<file path="config.mk">
export PLATFORM = sky130hd
export DESIGN_NAME = sprite_engine_control
export DESIGN_NICKNAME = d
export VERILOG_FILES = /design/src/sprite_ctrl_pkg.sv /design/src/vsync_divider.sv /design/src/sprite_engine_control.sv
export SDC_FILE = /design/constraint.sdc
export NUM_CORES = 1
export LEC_CHECK = 0
export BUFFER_PORTS_ARGS = -buffer_cell sky130_fd_sc_hd__buf_4
export CORE_MARGIN = 3
export CORE_UTILIZATION = 40
export DETAILED_ROUTE_END_ITERATION = 8
export HOLD_SLACK_MARGIN = 0.03
export PLACE_DENSITY = 0.71
export SLEW_MARGIN = 20
export SYNTH_ARGS = -nofsm -noshare
export SYNTH_HDL_FRONTEND = slang
export SYNTH_HIERARCHICAL = 1
export SYNTH_SLANG_ARGS = --single-unit
</file>
<file path="constraint.sdc">
create_clock -name i_clk_sys -period 2.3 [get_ports i_clk_sys]
set_clock_uncertainty 0.1 [all_clocks]
set_input_delay 0.46 -clock i_clk_sys [delete_from_list [all_inputs] [get_ports i_clk_sys]]
set_output_delay 0.46 -clock i_clk_sys [all_outputs]
set_load 0.02 [all_outputs]
</file>
<file path="src/sprite_ctrl_pkg.sv">
// Purpose: Constants for the sprite engine control block.
// Assumes: 16-bit registers on a plain strobe port, 10 MHz system clock.
// Notes: Register offsets are byte addresses.
// Contract
// Pixels written in selected frame buffer format.
// Double buffer bit alternates two frame buffers.
// Double buffer clear uses buffer zero only.
// Software leaves registers alone while disabled.
// Enable with conversion clear activates sprite engine.
// Converter enabled only when both bits set.
// Trigger mode is bits 10-8, two reserved.
// Mode zero starts only on manual trigger.
// Modes one-five start every N vertical syncs.
// Manual controls apply to selected sprite number.
// Software clears completion flag between periodic operations.
// Read-only busy status, resets to 8000 hex.
package sprite_ctrl_pkg;
   // ==========================================================
   // Register map
   localparam logic [15:0] CONFIG_ADDR = 16'h1700;
   localparam logic [15:0] TRIGGER_ADDR = 16'h1704;
   localparam logic [15:0] STATUS_ADDR = 16'h1702;
   localparam logic [15:0] CONFIG_RESET = 16'h0000;
   localparam logic [15:0] TRIGGER_RESET = 16'h0000;
   localparam logic [15:0] STATUS_RESET = 16'h8000;
   // ==========================================================
   // Field positions
   localparam int CFG_ENABLE_BIT = 0;
   localparam int CFG_DOUBLE_BIT = 1;
   localparam int CFG_FBFMT_LO = 2;
   localparam int CFG_CONV_BIT = 8;
   localparam int CFG_SWRESET_BIT = 15;
   localparam int TRG_MANUAL_BIT = 0;
   localparam int TRG_NEXT_BIT = 1;
   localparam int TRG_PREV_BIT = 2;
   localparam int TRG_NUM_LO = 4;
   localparam int TRG_MODE_LO = 8;
   localparam int STATUS_BUSY_BIT = 15;
   localparam logic [15:0] CONFIG_MASK = 16'h81BF;
   localparam logic [15:0] TRIGGER_MASK = 16'h07F0;
   // ==========================================================
   // Encodings
   localparam logic [1:0] FMT_RGB565 = 2'h0;
   localparam logic [1:0] FMT_RGB332 = 2'h1;
   localparam logic [1:0] FMT_RGB888 = 2'h2;
   localparam logic [2:0] MODE_MANUAL = 3'h0;
   localparam logic [2:0] MODE_MAX_VSYNC = 3'h5;
   localparam logic [1:0] BPP_16 = 2'h0;
   localparam logic [1:0] BPP_8 = 2'h1;
   localparam logic [1:0] BPP_24 = 2'h2;
endpackage

</file>
<file path="src/vsync_divider.sv">
// Purpose: Counts vertical sync pulses and issues a start every N of them.
// Assumes: i_vsync_pulse is one cycle long and already synchronised.
// Notes: Counter restarts whenever the period changes or divider is off.
`timescale 1ns/10ps
module vsync_divider
   import sprite_ctrl_pkg::*;
#(
   parameter int WIDTH = 3
) (
   input wire logic i_clk_sys,
   input wire logic i_rstn,
   input wire logic i_run,
   input wire logic [WIDTH-1:0] i_period,
   input wire logic i_vsync_pulse,
   output logic o_tick
);
   logic [WIDTH-1:0] count_reg;
   logic [WIDTH-1:0] period_reg;
   logic last_count;

   assign last_count = (count_reg + WIDTH'(1)) >= i_period;

   always_ff @(posedge i_clk_sys) begin
      if (!i_rstn || !i_run || (period_reg != i_period)) begin
         count_reg <= '0;
      end else if (i_vsync_pulse) begin
         count_reg <= last_count ? '0 : count_reg + WIDTH'(1);
      end
   end

   always_ff @(posedge i_clk_sys) begin
      if (!i_rstn) begin
         period_reg <= '0;
      end else begin
         period_reg <= i_period;
      end
   end

   always_ff @(posedge i_clk_sys) begin
      if (!i_rstn) begin
         o_tick <= 1'b0;
      end else begin
         o_tick <= i_run && (period_reg == i_period) && i_vsync_pulse && last_count;
      end
   end
endmodule

</file>
<file path="src/sprite_engine_control.sv">
// Purpose: Configuration, mode select and trigger logic of the sprite engine.
// Assumes: Engine datapath outside reports completion by o_start/i_op_done.
// Notes: Vertical sync arrives from the panel timing, asynchronous here.
`timescale 1ns/10ps
module sprite_engine_control
   import sprite_ctrl_pkg::*;
#(
   parameter int SPRITES = 16
) (
   input wire logic i_clk_sys,
   input wire logic i_rstn,
   input wire logic [15:0] i_addr,
   input wire logic [15:0] i_wdata,
   input wire logic i_wr,
   input wire logic i_rd,
   output logic [15:0] o_rdata,
   input wire logic i_vsync,
   input wire logic i_op_done,
   input wire logic i_done_flag,
   output logic o_engine_active,
   output logic o_conv_active,
   output logic [1:0] o_fb_format,
   output logic [1:0] o_bytes_per_pixel,
   output logic o_fmt_reserved,
   output logic o_buf_select,
   output logic o_start,
   output logic [3:0] o_sprite_num,
   output logic o_frame_next,
   output logic o_frame_prev,
   output logic o_mode_reserved
);
   logic [15:0] config_reg;
   logic [15:0] trigger_reg;
   logic busy_reg;
   logic buf_sel_reg;
   logic [2:0] vsync_sync_reg;
   logic vsync_level_reg;
   logic vsync_pulse;
   logic cfg_wr;
   logic trg_wr;
   logic enabled;
   logic [2:0] mode;
   logic manual_mode;
   logic period_mode;
   logic vsync_tick;
   logic manual_go;
   logic start_next;

   // ==========================================================
   // Register writes
   assign cfg_wr = i_wr && (i_addr == CONFIG_ADDR);
   assign trg_wr = i_wr && (i_addr == TRIGGER_ADDR);

   always_ff @(posedge i_clk_sys) begin
      if (!i_rstn || config_reg[CFG_SWRESET_BIT]) begin
         config_reg <= CONFIG_RESET;
      end else if (cfg_wr) begin
         config_reg <= i_wdata & CONFIG_MASK;
      end
   end

   // Action bits are not stored; they pulse on the write itself
   always_ff @(posedge i_clk_sys) begin
      if (!i_rstn || config_reg[CFG_SWRESET_BIT]) begin
         trigger_reg <= TRIGGER_RESET;
      end else if (trg_wr) begin
         trigger_reg <= i_wdata & TRIGGER_MASK;
      end
   end

   // ==========================================================
   // Mode decode
   assign enabled = config_reg[CFG_ENABLE_BIT];
   assign mode = trigger_reg[TRG_MODE_LO +: 3];
   assign manual_mode = (mode == MODE_MANUAL);
   assign period_mode = !manual_mode && (mode <= MODE_MAX_VSYNC);
   assign o_mode_reserved = mode > MODE_MAX_VSYNC;
   assign o_engine_active = enabled && !config_reg[CFG_CONV_BIT];
   assign o_conv_active = enabled && config_reg[CFG_CONV_BIT];
   assign o_fb_format = config_reg[CFG_FBFMT_LO +: 2];
   assign o_sprite_num = trigger_reg[TRG_NUM_LO +: 4];

   always_comb begin
      o_fmt_reserved = 1'b0;
      unique case (o_fb_format)
         FMT_RGB565: o_bytes_per_pixel = BPP_16;
         FMT_RGB332: o_bytes_per_pixel = BPP_8;
         FMT_RGB888: o_bytes_per_pixel = BPP_24;
         default: begin
            o_bytes_per_pixel = BPP_16;
            o_fmt_reserved = 1'b1;
         end
      endcase
   end

   // ==========================================================
   // Vertical sync input: three stages, change taken when last two agree
   always_ff @(posedge i_clk_sys) begin
      if (!i_rstn) begin
         vsync_sync_reg <= 3'h0;
      end else begin
         vsync_sync_reg <= {vsync_sync_reg[1:0], i_vsync};
      end
   end

   always_ff @(posedge i_clk_sys) begin
      if (!i_rstn) begin
         vsync_level_reg <= 1'b0;
      end else if (vsync_sync_reg[1] == vsync_sync_reg[2]) begin
         vsync_level_reg <= vsync_sync_reg[2];
      end
   end

   assign vsync_pulse = (vsync_sync_reg[1] == vsync_sync_reg[2]) && vsync_sync_reg[2]
                        && !vsync_level_reg;

   vsync_divider #(
      .WIDTH($bits(mode))
   ) u_divider (
      .i_clk_sys(i_clk_sys),
      .i_rstn(i_rstn),
      .i_run(enabled && period_mode),
      .i_period(mode),
      .i_vsync_pulse(vsync_pulse),
      .o_tick(vsync_tick)
   );

   // ==========================================================
   // Triggering
   // Software must keep next/prev apart from manual trigger
   assign manual_go = trg_wr && manual_mode && i_wdata[TRG_MANUAL_BIT];
   // Periodic start held off until software clears the completion flag
   assign start_next = enabled && !busy_reg &&
                       (manual_go || (period_mode && vsync_tick && !i_done_flag));

   always_ff @(posedge i_clk_sys) begin
      if (!i_rstn || config_reg[CFG_SWRESET_BIT]) begin
         o_start <= 1'b0;
         o_frame_next <= 1'b0;
         o_frame_prev <= 1'b0;
      end else begin
         o_start <= start_next;
         o_frame_next <= trg_wr && manual_mode && enabled && i_wdata[TRG_NEXT_BIT];
         o_frame_prev <= trg_wr && manual_mode && enabled && i_wdata[TRG_PREV_BIT];
      end
   end

   always_ff @(posedge i_clk_sys) begin
      if (!i_rstn || config_reg[CFG_SWRESET_BIT]) begin
         busy_reg <= 1'b0;
      end else if (start_next) begin
         busy_reg <= 1'b1;
      end else if (i_op_done) begin
         busy_reg <= 1'b0;
      end
   end

   // Alternate buffers on each finished frame in double mode only
   always_ff @(posedge i_clk_sys) begin
      if (!i_rstn || config_reg[CFG_SWRESET_BIT] || !config_reg[CFG_DOUBLE_BIT]) begin
         buf_sel_reg <= 1'b0;
      end else if (busy_reg && i_op_done && o_engine_active) begin
         buf_sel_reg <= !buf_sel_reg;
      end
   end

   assign o_buf_select = buf_sel_reg;

   // ==========================================================
   // Read port
   always_ff @(posedge i_clk_sys) begin
      if (!i_rstn) begin
         o_rdata <= 16'h0000;
      end else if (i_rd) begin
         unique case (i_addr)
            CONFIG_ADDR: o_rdata <= config_reg;
            TRIGGER_ADDR: o_rdata <= trigger_reg;
            STATUS_ADDR: o_rdata <= busy_reg ? 16'h0000 : STATUS_RESET;
            default: o_rdata <= 16'h0000;
         endcase
      end else begin
         o_rdata <= 16'h0000;
      end
   end

   // ==========================================================
   // Checks
   engine_mode_a: assert property (@(posedge i_clk_sys) disable iff (!i_rstn)
      !(o_engine_active && o_conv_active))
      else $error("engine and converter both active");
   conv_enable_a: assert property (@(posedge i_clk_sys) disable iff (!i_rstn)
      o_conv_active |-> config_reg[CFG_ENABLE_BIT] && config_reg[CFG_CONV_BIT])
      else $error("converter active without both bits");
   manual_only_a: assert property (@(posedge i_clk_sys) disable iff (!i_rstn)
      o_start && $past(manual_mode) |-> $past(trg_wr))
      else $error("manual mode start without write");
   single_buf_a: assert property (@(posedge i_clk_sys) disable iff (!i_rstn)
      !config_reg[CFG_DOUBLE_BIT] |=> !o_buf_select)
      else $error("buffer one used in single mode");
   double_buf_a: assert property (@(posedge i_clk_sys) disable iff (!i_rstn)
      config_reg[CFG_DOUBLE_BIT] && busy_reg && i_op_done && o_engine_active
      && !config_reg[CFG_SWRESET_BIT] && !cfg_wr |=> o_buf_select != $past(o_buf_select))
      else $error("buffer did not alternate");
   periodic_start_a: assert property (@(posedge i_clk_sys) disable iff (!i_rstn)
      o_start && !$past(manual_mode) |-> $past(vsync_tick))
      else $error("periodic start without vsync tick");
   busy_status_a: assert property (@(posedge i_clk_sys) disable iff (!i_rstn)
      i_rd && i_addr == STATUS_ADDR |=> o_rdata[STATUS_BUSY_BIT] == !$past(busy_reg))
      else $error("status busy bit wrong");
   format_decode_a: assert property (@(posedge i_clk_sys) disable iff (!i_rstn)
      o_fb_format == FMT_RGB332 |-> o_bytes_per_pixel == BPP_8 && !o_fmt_reserved)
      else $error("frame buffer format decode wrong");
   frame_step_a: assert property (@(posedge i_clk_sys) disable iff (!i_rstn)
      o_frame_next |-> $past(manual_mode) && $past(trg_wr))
      else $error("frame step outside manual mode");
   mode_reserved_a: assert property (@(posedge i_clk_sys) disable iff (!i_rstn)
      o_mode_reserved |-> !period_mode && !manual_mode)
      else $error("reserved mode treated as valid");
   done_hold_a: assert property (@(posedge i_clk_sys) disable iff (!i_rstn)
      period_mode && i_done_flag |=> !o_start)
      else $error("periodic start while completion flag set");
   enabled_start_a: assert property (@(posedge i_clk_sys) disable iff (!i_rstn)
      o_start |-> $past(enabled))
      else $error("start while module disabled");
   busy_hold_a: assert property (@(posedge i_clk_sys) disable iff (!i_rstn)
      busy_reg && !i_op_done && !config_reg[CFG_SWRESET_BIT] |=> busy_reg)
      else $error("busy dropped before completion");
endmodule

</file>
Yosys cells after proc, flatten, opt, wreduce, memory -nomap -nowiden --
Cells that the tools add are included.
Storage, ports and cells: register bits after elaboration 48, output and inout bits 32, word-level logic and storage cells 73
Operators by class: multiplexer cells 7, equality and inequality tests 8, add/subtract/negate cells 1, $lt $le $gt $ge 3, reduce and logical (&&, ||, !) cells 41
Operator list (number):
- $eq A16 B13 Y1 const B | 3
- $pmux W16 S3 | 1
- $logic_and A1 B1 Y1 | 22
- $mux W16 | 1
- $logic_not A1 Y1 | 9
- $logic_or A1 B1 Y1 | 5
- $pmux W2 S2 | 1
- $add A3 B1 Y3 const B | 1
- $eq A3 B3 Y1 | 1
- $ge A3 B3 Y1 | 1
- $gt A3 B3 Y1 const B | 1
- $le A3 B3 Y1 const B | 1
- $logic_not A3 Y1 | 1
- $mux W1 | 3
- $mux W3 | 1
- $ne A3 B3 Y1 | 1
- $reduce_or A3 Y1 | 1
- $eq A2 B1 Y1 const B | 1
- $eq A2 B2 Y1 const B | 1
- $logic_not A2 Y1 | 1
- $reduce_and A2 Y1 | 1
- $reduce_bool A2 Y1 | 1
- $eq A1 B1 Y1 | 1

Logic depth before layout (Yosys ltp) --
depth after elaboration 8, gate-level depth with buffers 7, depth with buffers taken out 7

Modules after synthesis --
The synthesis kept the hierarchy.
By module, submodules not included:
- sprite_engine_control | times used 1, area each 1602.8 µm², sequential area each 740.7 µm², cells an instance 167
- vsync_divider | times used 1, area each 359.1 µm², sequential area each 140.1 µm², cells an instance 36

Least setup slack after synthesis --
OpenSTA, ideal clock, no wires.
kind flip-flop to flip-flop, start point register u_divider.count_reg[0], end point register u_divider.count_reg[2], data arrival time 1.607 ns, stages on the path, launching flop included 8, period minus slack after synthesis 1.782 ns, slack 0.518 ns, buffers on the path 0, library setup time 0.075 ns, path through dfxtp_1 ha_1 xor2_1 ha_1 a21o_1 a31oi_2 nand4b_1 a31oi_1
Between the ends: word-level cells in the longest chain between the ends 3
RTL lines:
- start: declaration | RTL line vsync_divider.sv:17 | logic [WIDTH-1:0] count_reg;
- start signal: assignment | RTL line vsync_divider.sv:27 | count_reg <= last_count ? '0 : count_reg + WIDTH'(1);
- $add A3 B1 Y3 * | RTL line vsync_divider.sv:21, vsync_divider.sv:27
- $ge A3 B3 Y1 | RTL line vsync_divider.sv:21 | assign last_count = (count_reg + WIDTH'(1)) >= i_period;
- $mux W3 * | RTL line vsync_divider.sv:27
Every way passes the cells marked *; elsewhere a longest branch is shown, timed or not. A chain may end at the register's enable or synchronous reset.

Worst setup path after layout --
Same ends and word-level chain as after synthesis.

==> implementation parameters <==
Parameter                              Value

Yosys
  Proportion of register bits with asynchronous set or reset after synthesis    0
  Combined area of all synthesized cells    1960 µm²
  Part of the Yosys area used for sequential elements    0.449
  Top cell type by total area after synthesis    sky130_fd_sc_hd__dfxtp_1
  Dominant register cell in the synthesized netlist    sky130_fd_sc_hd__dfxtp_1
  Synthesized instance count    approximately 200
  Post-synth EDFFs    0
  Top cells by count, synth    sky130_fd_sc_hd__dfxtp_1 (44), sky130_fd_sc_hd__nand4_1 (20), sky130_fd_sc_hd__a21oi_1 (17)
  Flip-flop and latch count after synthesis    44
  Synth warn    6
  Avg Inst Size Synth    9.66 µm²
  Unique cell type count in the Yosys netlist    around 40
  Top-count cell post-synth    sky130_fd_sc_hd__dfxtp_1
  Dominant cells by area after synthesis    sky130_fd_sc_hd__dfxtp_1 (45%), sky130_fd_sc_hd__nand4_1 (6.4%), sky130_fd_sc_hd__and2_1 (5.1%)
  Fraction of synthesized cell area taken by the top area cell type    0.449

Floorplanning
  Effective utilization at floorplan    0.433
  Cell row count    24
  Height of the die    about 76 µm
  Die outline width    76.0 µm
  Placeable core region    roughly 4500 µm²
  Boundary Pins    just over 70
  Die footprint    5780 µm²

Placed design
  Global placement routability congestion    0.780
  Placed insts    320
  Detailed Place HPWL    about 3200 µm
  Port Buf Inserts    62

Route
  DRT Wirelength    ~4300 µm
  DR vias    between 1500 and 2000
  Iteration-0 DRC Markers    roughly 110
  Count of antenna-violating nets left after detailed routing    0
  Avg Vias per Cell    4.97
  DR DRC count    0
  First-pass iteration count of the detailed router    4
  Wire length per cell after detailed routing    ~13 µm

Worst setup path
  Worst reg2reg path depth    7
  Worst setup path class    reg2reg
  Worst setup path end    u_divider/count_reg[2]
  RR Startpoint    u_divider/count_reg[0]
  CP Capture Type    register
  Worst Path Required    roughly 2400 ps
  Worst reg2reg path endpoint    u_divider/count_reg[2]
  Arrival @ worst endpoint    between 2000 and 2500 ps
  CP Max Fanout    5
  Worst setup slack for register-to-register paths    between 300 and 400 ps
  Type of element launching the critical path    register
  CP startpoint    u_divider/count_reg[0]

GRT
  Tot GR Track Use    0.151
  Initial antenna violation count    0
  Global-route wire length before repair    between 7000 and 8000 µm
  Remaining global-route overflow    0
  Maximum number of pins on one net before global-route repair    18
  Vias in the first global route    between 1000 and 1500

Clock network
  Worst-skew pair later-pin latency    300 ps
  Number of clock buffers inserted by TritonCTS    5
  Hold_buf cts    0
  Number of sinks on the clock net    44
  Post-CTS setup-driven buffer insertion count    0
  Post-cts resize count    0
  Deepest clock path buffer count    2
  TritonCTS clock tree    built
  Master cell of the clock root buffer    sky130_fd_sc_hd__clkbuf_8
  Clock-pin slew reported for the worst setup and hold paths after clock tree synthesis    about 90 ps
  H-tree levels    2

Final layout
  Filler instances    449
  Share of post-route cells with drive strength above 1    0.304
  Cell Count, Final, Fillers Out    approximately 330
  Number of flip-flops under the largest register name    12
  N_diodes    0
  Final #Nets    approximately 310
  Area Overhead vs Synth    28.4%

Power and ir drop
  VDD IR-drop max    about 0.37 mV
  Leakage power summed over all cells    roughly 1.1 nW
  Total power density per cell area    576 nW/µm²

STA
  Final period util    0.832
  Fmax    roughly 520 MHz
  Max_slew headroom    0.602
  Final number of max-transition violations    0
  Setup Viol. Count Final    0
  Final number of hold-violating endpoints    0
  Setup TNS    0 ps
  Slew at the pin with the worst max-slew slack    roughly 600 ps
  Post-layout minimum cycle time    around 1900 ps
  RSZ-0062 raised after global routing    false

Hold path
  Hold crit path type    in2reg

Run status
  Result of the run    finished, final reports clean

Flow run
  Count of maximum capacitance violations    0
-- layer usage --
metal / up-vias / wire length (µm) / GRT usage
li1: 832 / - / -
met1: 736 / 1990 / 0.200
met2: 61 / 2000 / 0.229
met3: 2 / 314 / 0.0544
met4: 0 / 42 / 0.0489
met5: - / 0 / 0
-- cell type report --
cell class              instances  area (µm²)  area share
clock buffers                   5        68.8      0.0273
well taps                      65        81.3      0.0323
repair buffers                 68         510       0.203
flip-flops and latches         44         881       0.350
clock inverters                 3        42.5      0.0169
inverters                       3        11.3     0.00447
multi-input cells             140         923       0.367
-- logic make-up (layout without fill, tap and decap cells) --
| kind of cell | after synthesis | count (layout) | share of synthesized area |
|---|---|---|---|
| muxes | 1 | 1 | 0.00510 |
| xor gates and xnor gates | 5 | 5 | 0.0223 |
| other | 1 | 4 | 0.00191 |
| buffers and inverters | 22 | 79 | 0.0861 |
| adders and majority gates | 5 | 5 | 0.0319 |
| and+or+nand+nor | 82 | 82 | 0.277 |
| DFF | 44 | 44 | 0.449 |
| AOI/OAI and AO/OA | 43 | 43 | 0.127 |
-- stage by stage --
step | power, mW | cell area [µm²] | setup slack [ps] | utilization | hold slack (ps)
2_1_floorplan | 0.826 | 1970 | 518 | - | 312
3_3_place_gp | 0.875 | 2410 | 411 | 0.531 | 314
3_5_place_dp | 0.876 | 2410 | 375 | 0.531 | 322
4_1_cts | 1.46 | 2520 | 373 | 0.555 | 260
5_1_grt | 1.50 | 2520 | 225 | 0.555 | 260
6_report | 1.45 | 2520 | 385 | 0.555 | 268
-- how the worst min path moves through the flow --
stage,startpoint,cells past startpoint,slack (ps),endpoint
4_1_cts,i_addr[2],2,260,o_rdata[15]
2_1_floorplan,vsync_sync_reg[0],1,310,vsync_sync_reg[1]
5_1_grt,i_addr[2],2,260,o_rdata[15]
3_5_place_dp,vsync_sync_reg[0],1,320,vsync_sync_reg[1]
3_3_place_gp,vsync_sync_reg[0],1,310,vsync_sync_reg[1]
6_report,i_addr[2],2,270,o_rdata[15]
-- cell usage in the layout (no fill, tap or decap), types with 2 or more instances in the layout --
master	instances
sky130_fd_sc_hd__inv_1	3
sky130_fd_sc_hd__nor2_1	7
sky130_fd_sc_hd__conb_1	4
sky130_fd_sc_hd__a31oi_1	2
sky130_fd_sc_hd__nor2b_1	8
sky130_fd_sc_hd__nand2_1	2
sky130_fd_sc_hd__nand3_1	2
sky130_fd_sc_hd__buf_4	68
sky130_fd_sc_hd__nor3_1	2
sky130_fd_sc_hd__xnor2_1	2
sky130_fd_sc_hd__nor3b_1	2
sky130_fd_sc_hd__nor4_4	2
sky130_fd_sc_hd__and2_1	16
sky130_fd_sc_hd__a22o_1	4
sky130_fd_sc_hd__nand2b_1	7
sky130_fd_sc_hd__nand3b_1	2
sky130_fd_sc_hd__o21ai_0	16
sky130_fd_sc_hd__a21oi_1	17
sky130_fd_sc_hd__clkbuf_8	5
sky130_fd_sc_hd__and4_1	3
sky130_fd_sc_hd__ha_1	5
sky130_fd_sc_hd__nand4_1	20
sky130_fd_sc_hd__xor2_1	3
sky130_fd_sc_hd__dfxtp_1	44
sky130_fd_sc_hd__and3_1	2
-- worst max-delay path: stages, from the launching register on --
cell,delay [ps]
sky130_fd_sc_hd__dfxtp_1,380
sky130_fd_sc_hd__ha_1,210
sky130_fd_sc_hd__xor2_1,180
sky130_fd_sc_hd__ha_1,280
sky130_fd_sc_hd__a21o_1,170
sky130_fd_sc_hd__a31oi_2,250
sky130_fd_sc_hd__nand4b_1,130
sky130_fd_sc_hd__a31oi_1,160
-- where the power goes --
group / internal (mW) / switching [mW]
clock: 0.322 / 0.270
sequential: 0.763 / 0.000864
combinational: 0.0480 / 0.0463
total: 1.13 / 0.318
(Power assumes the default switching activity.)
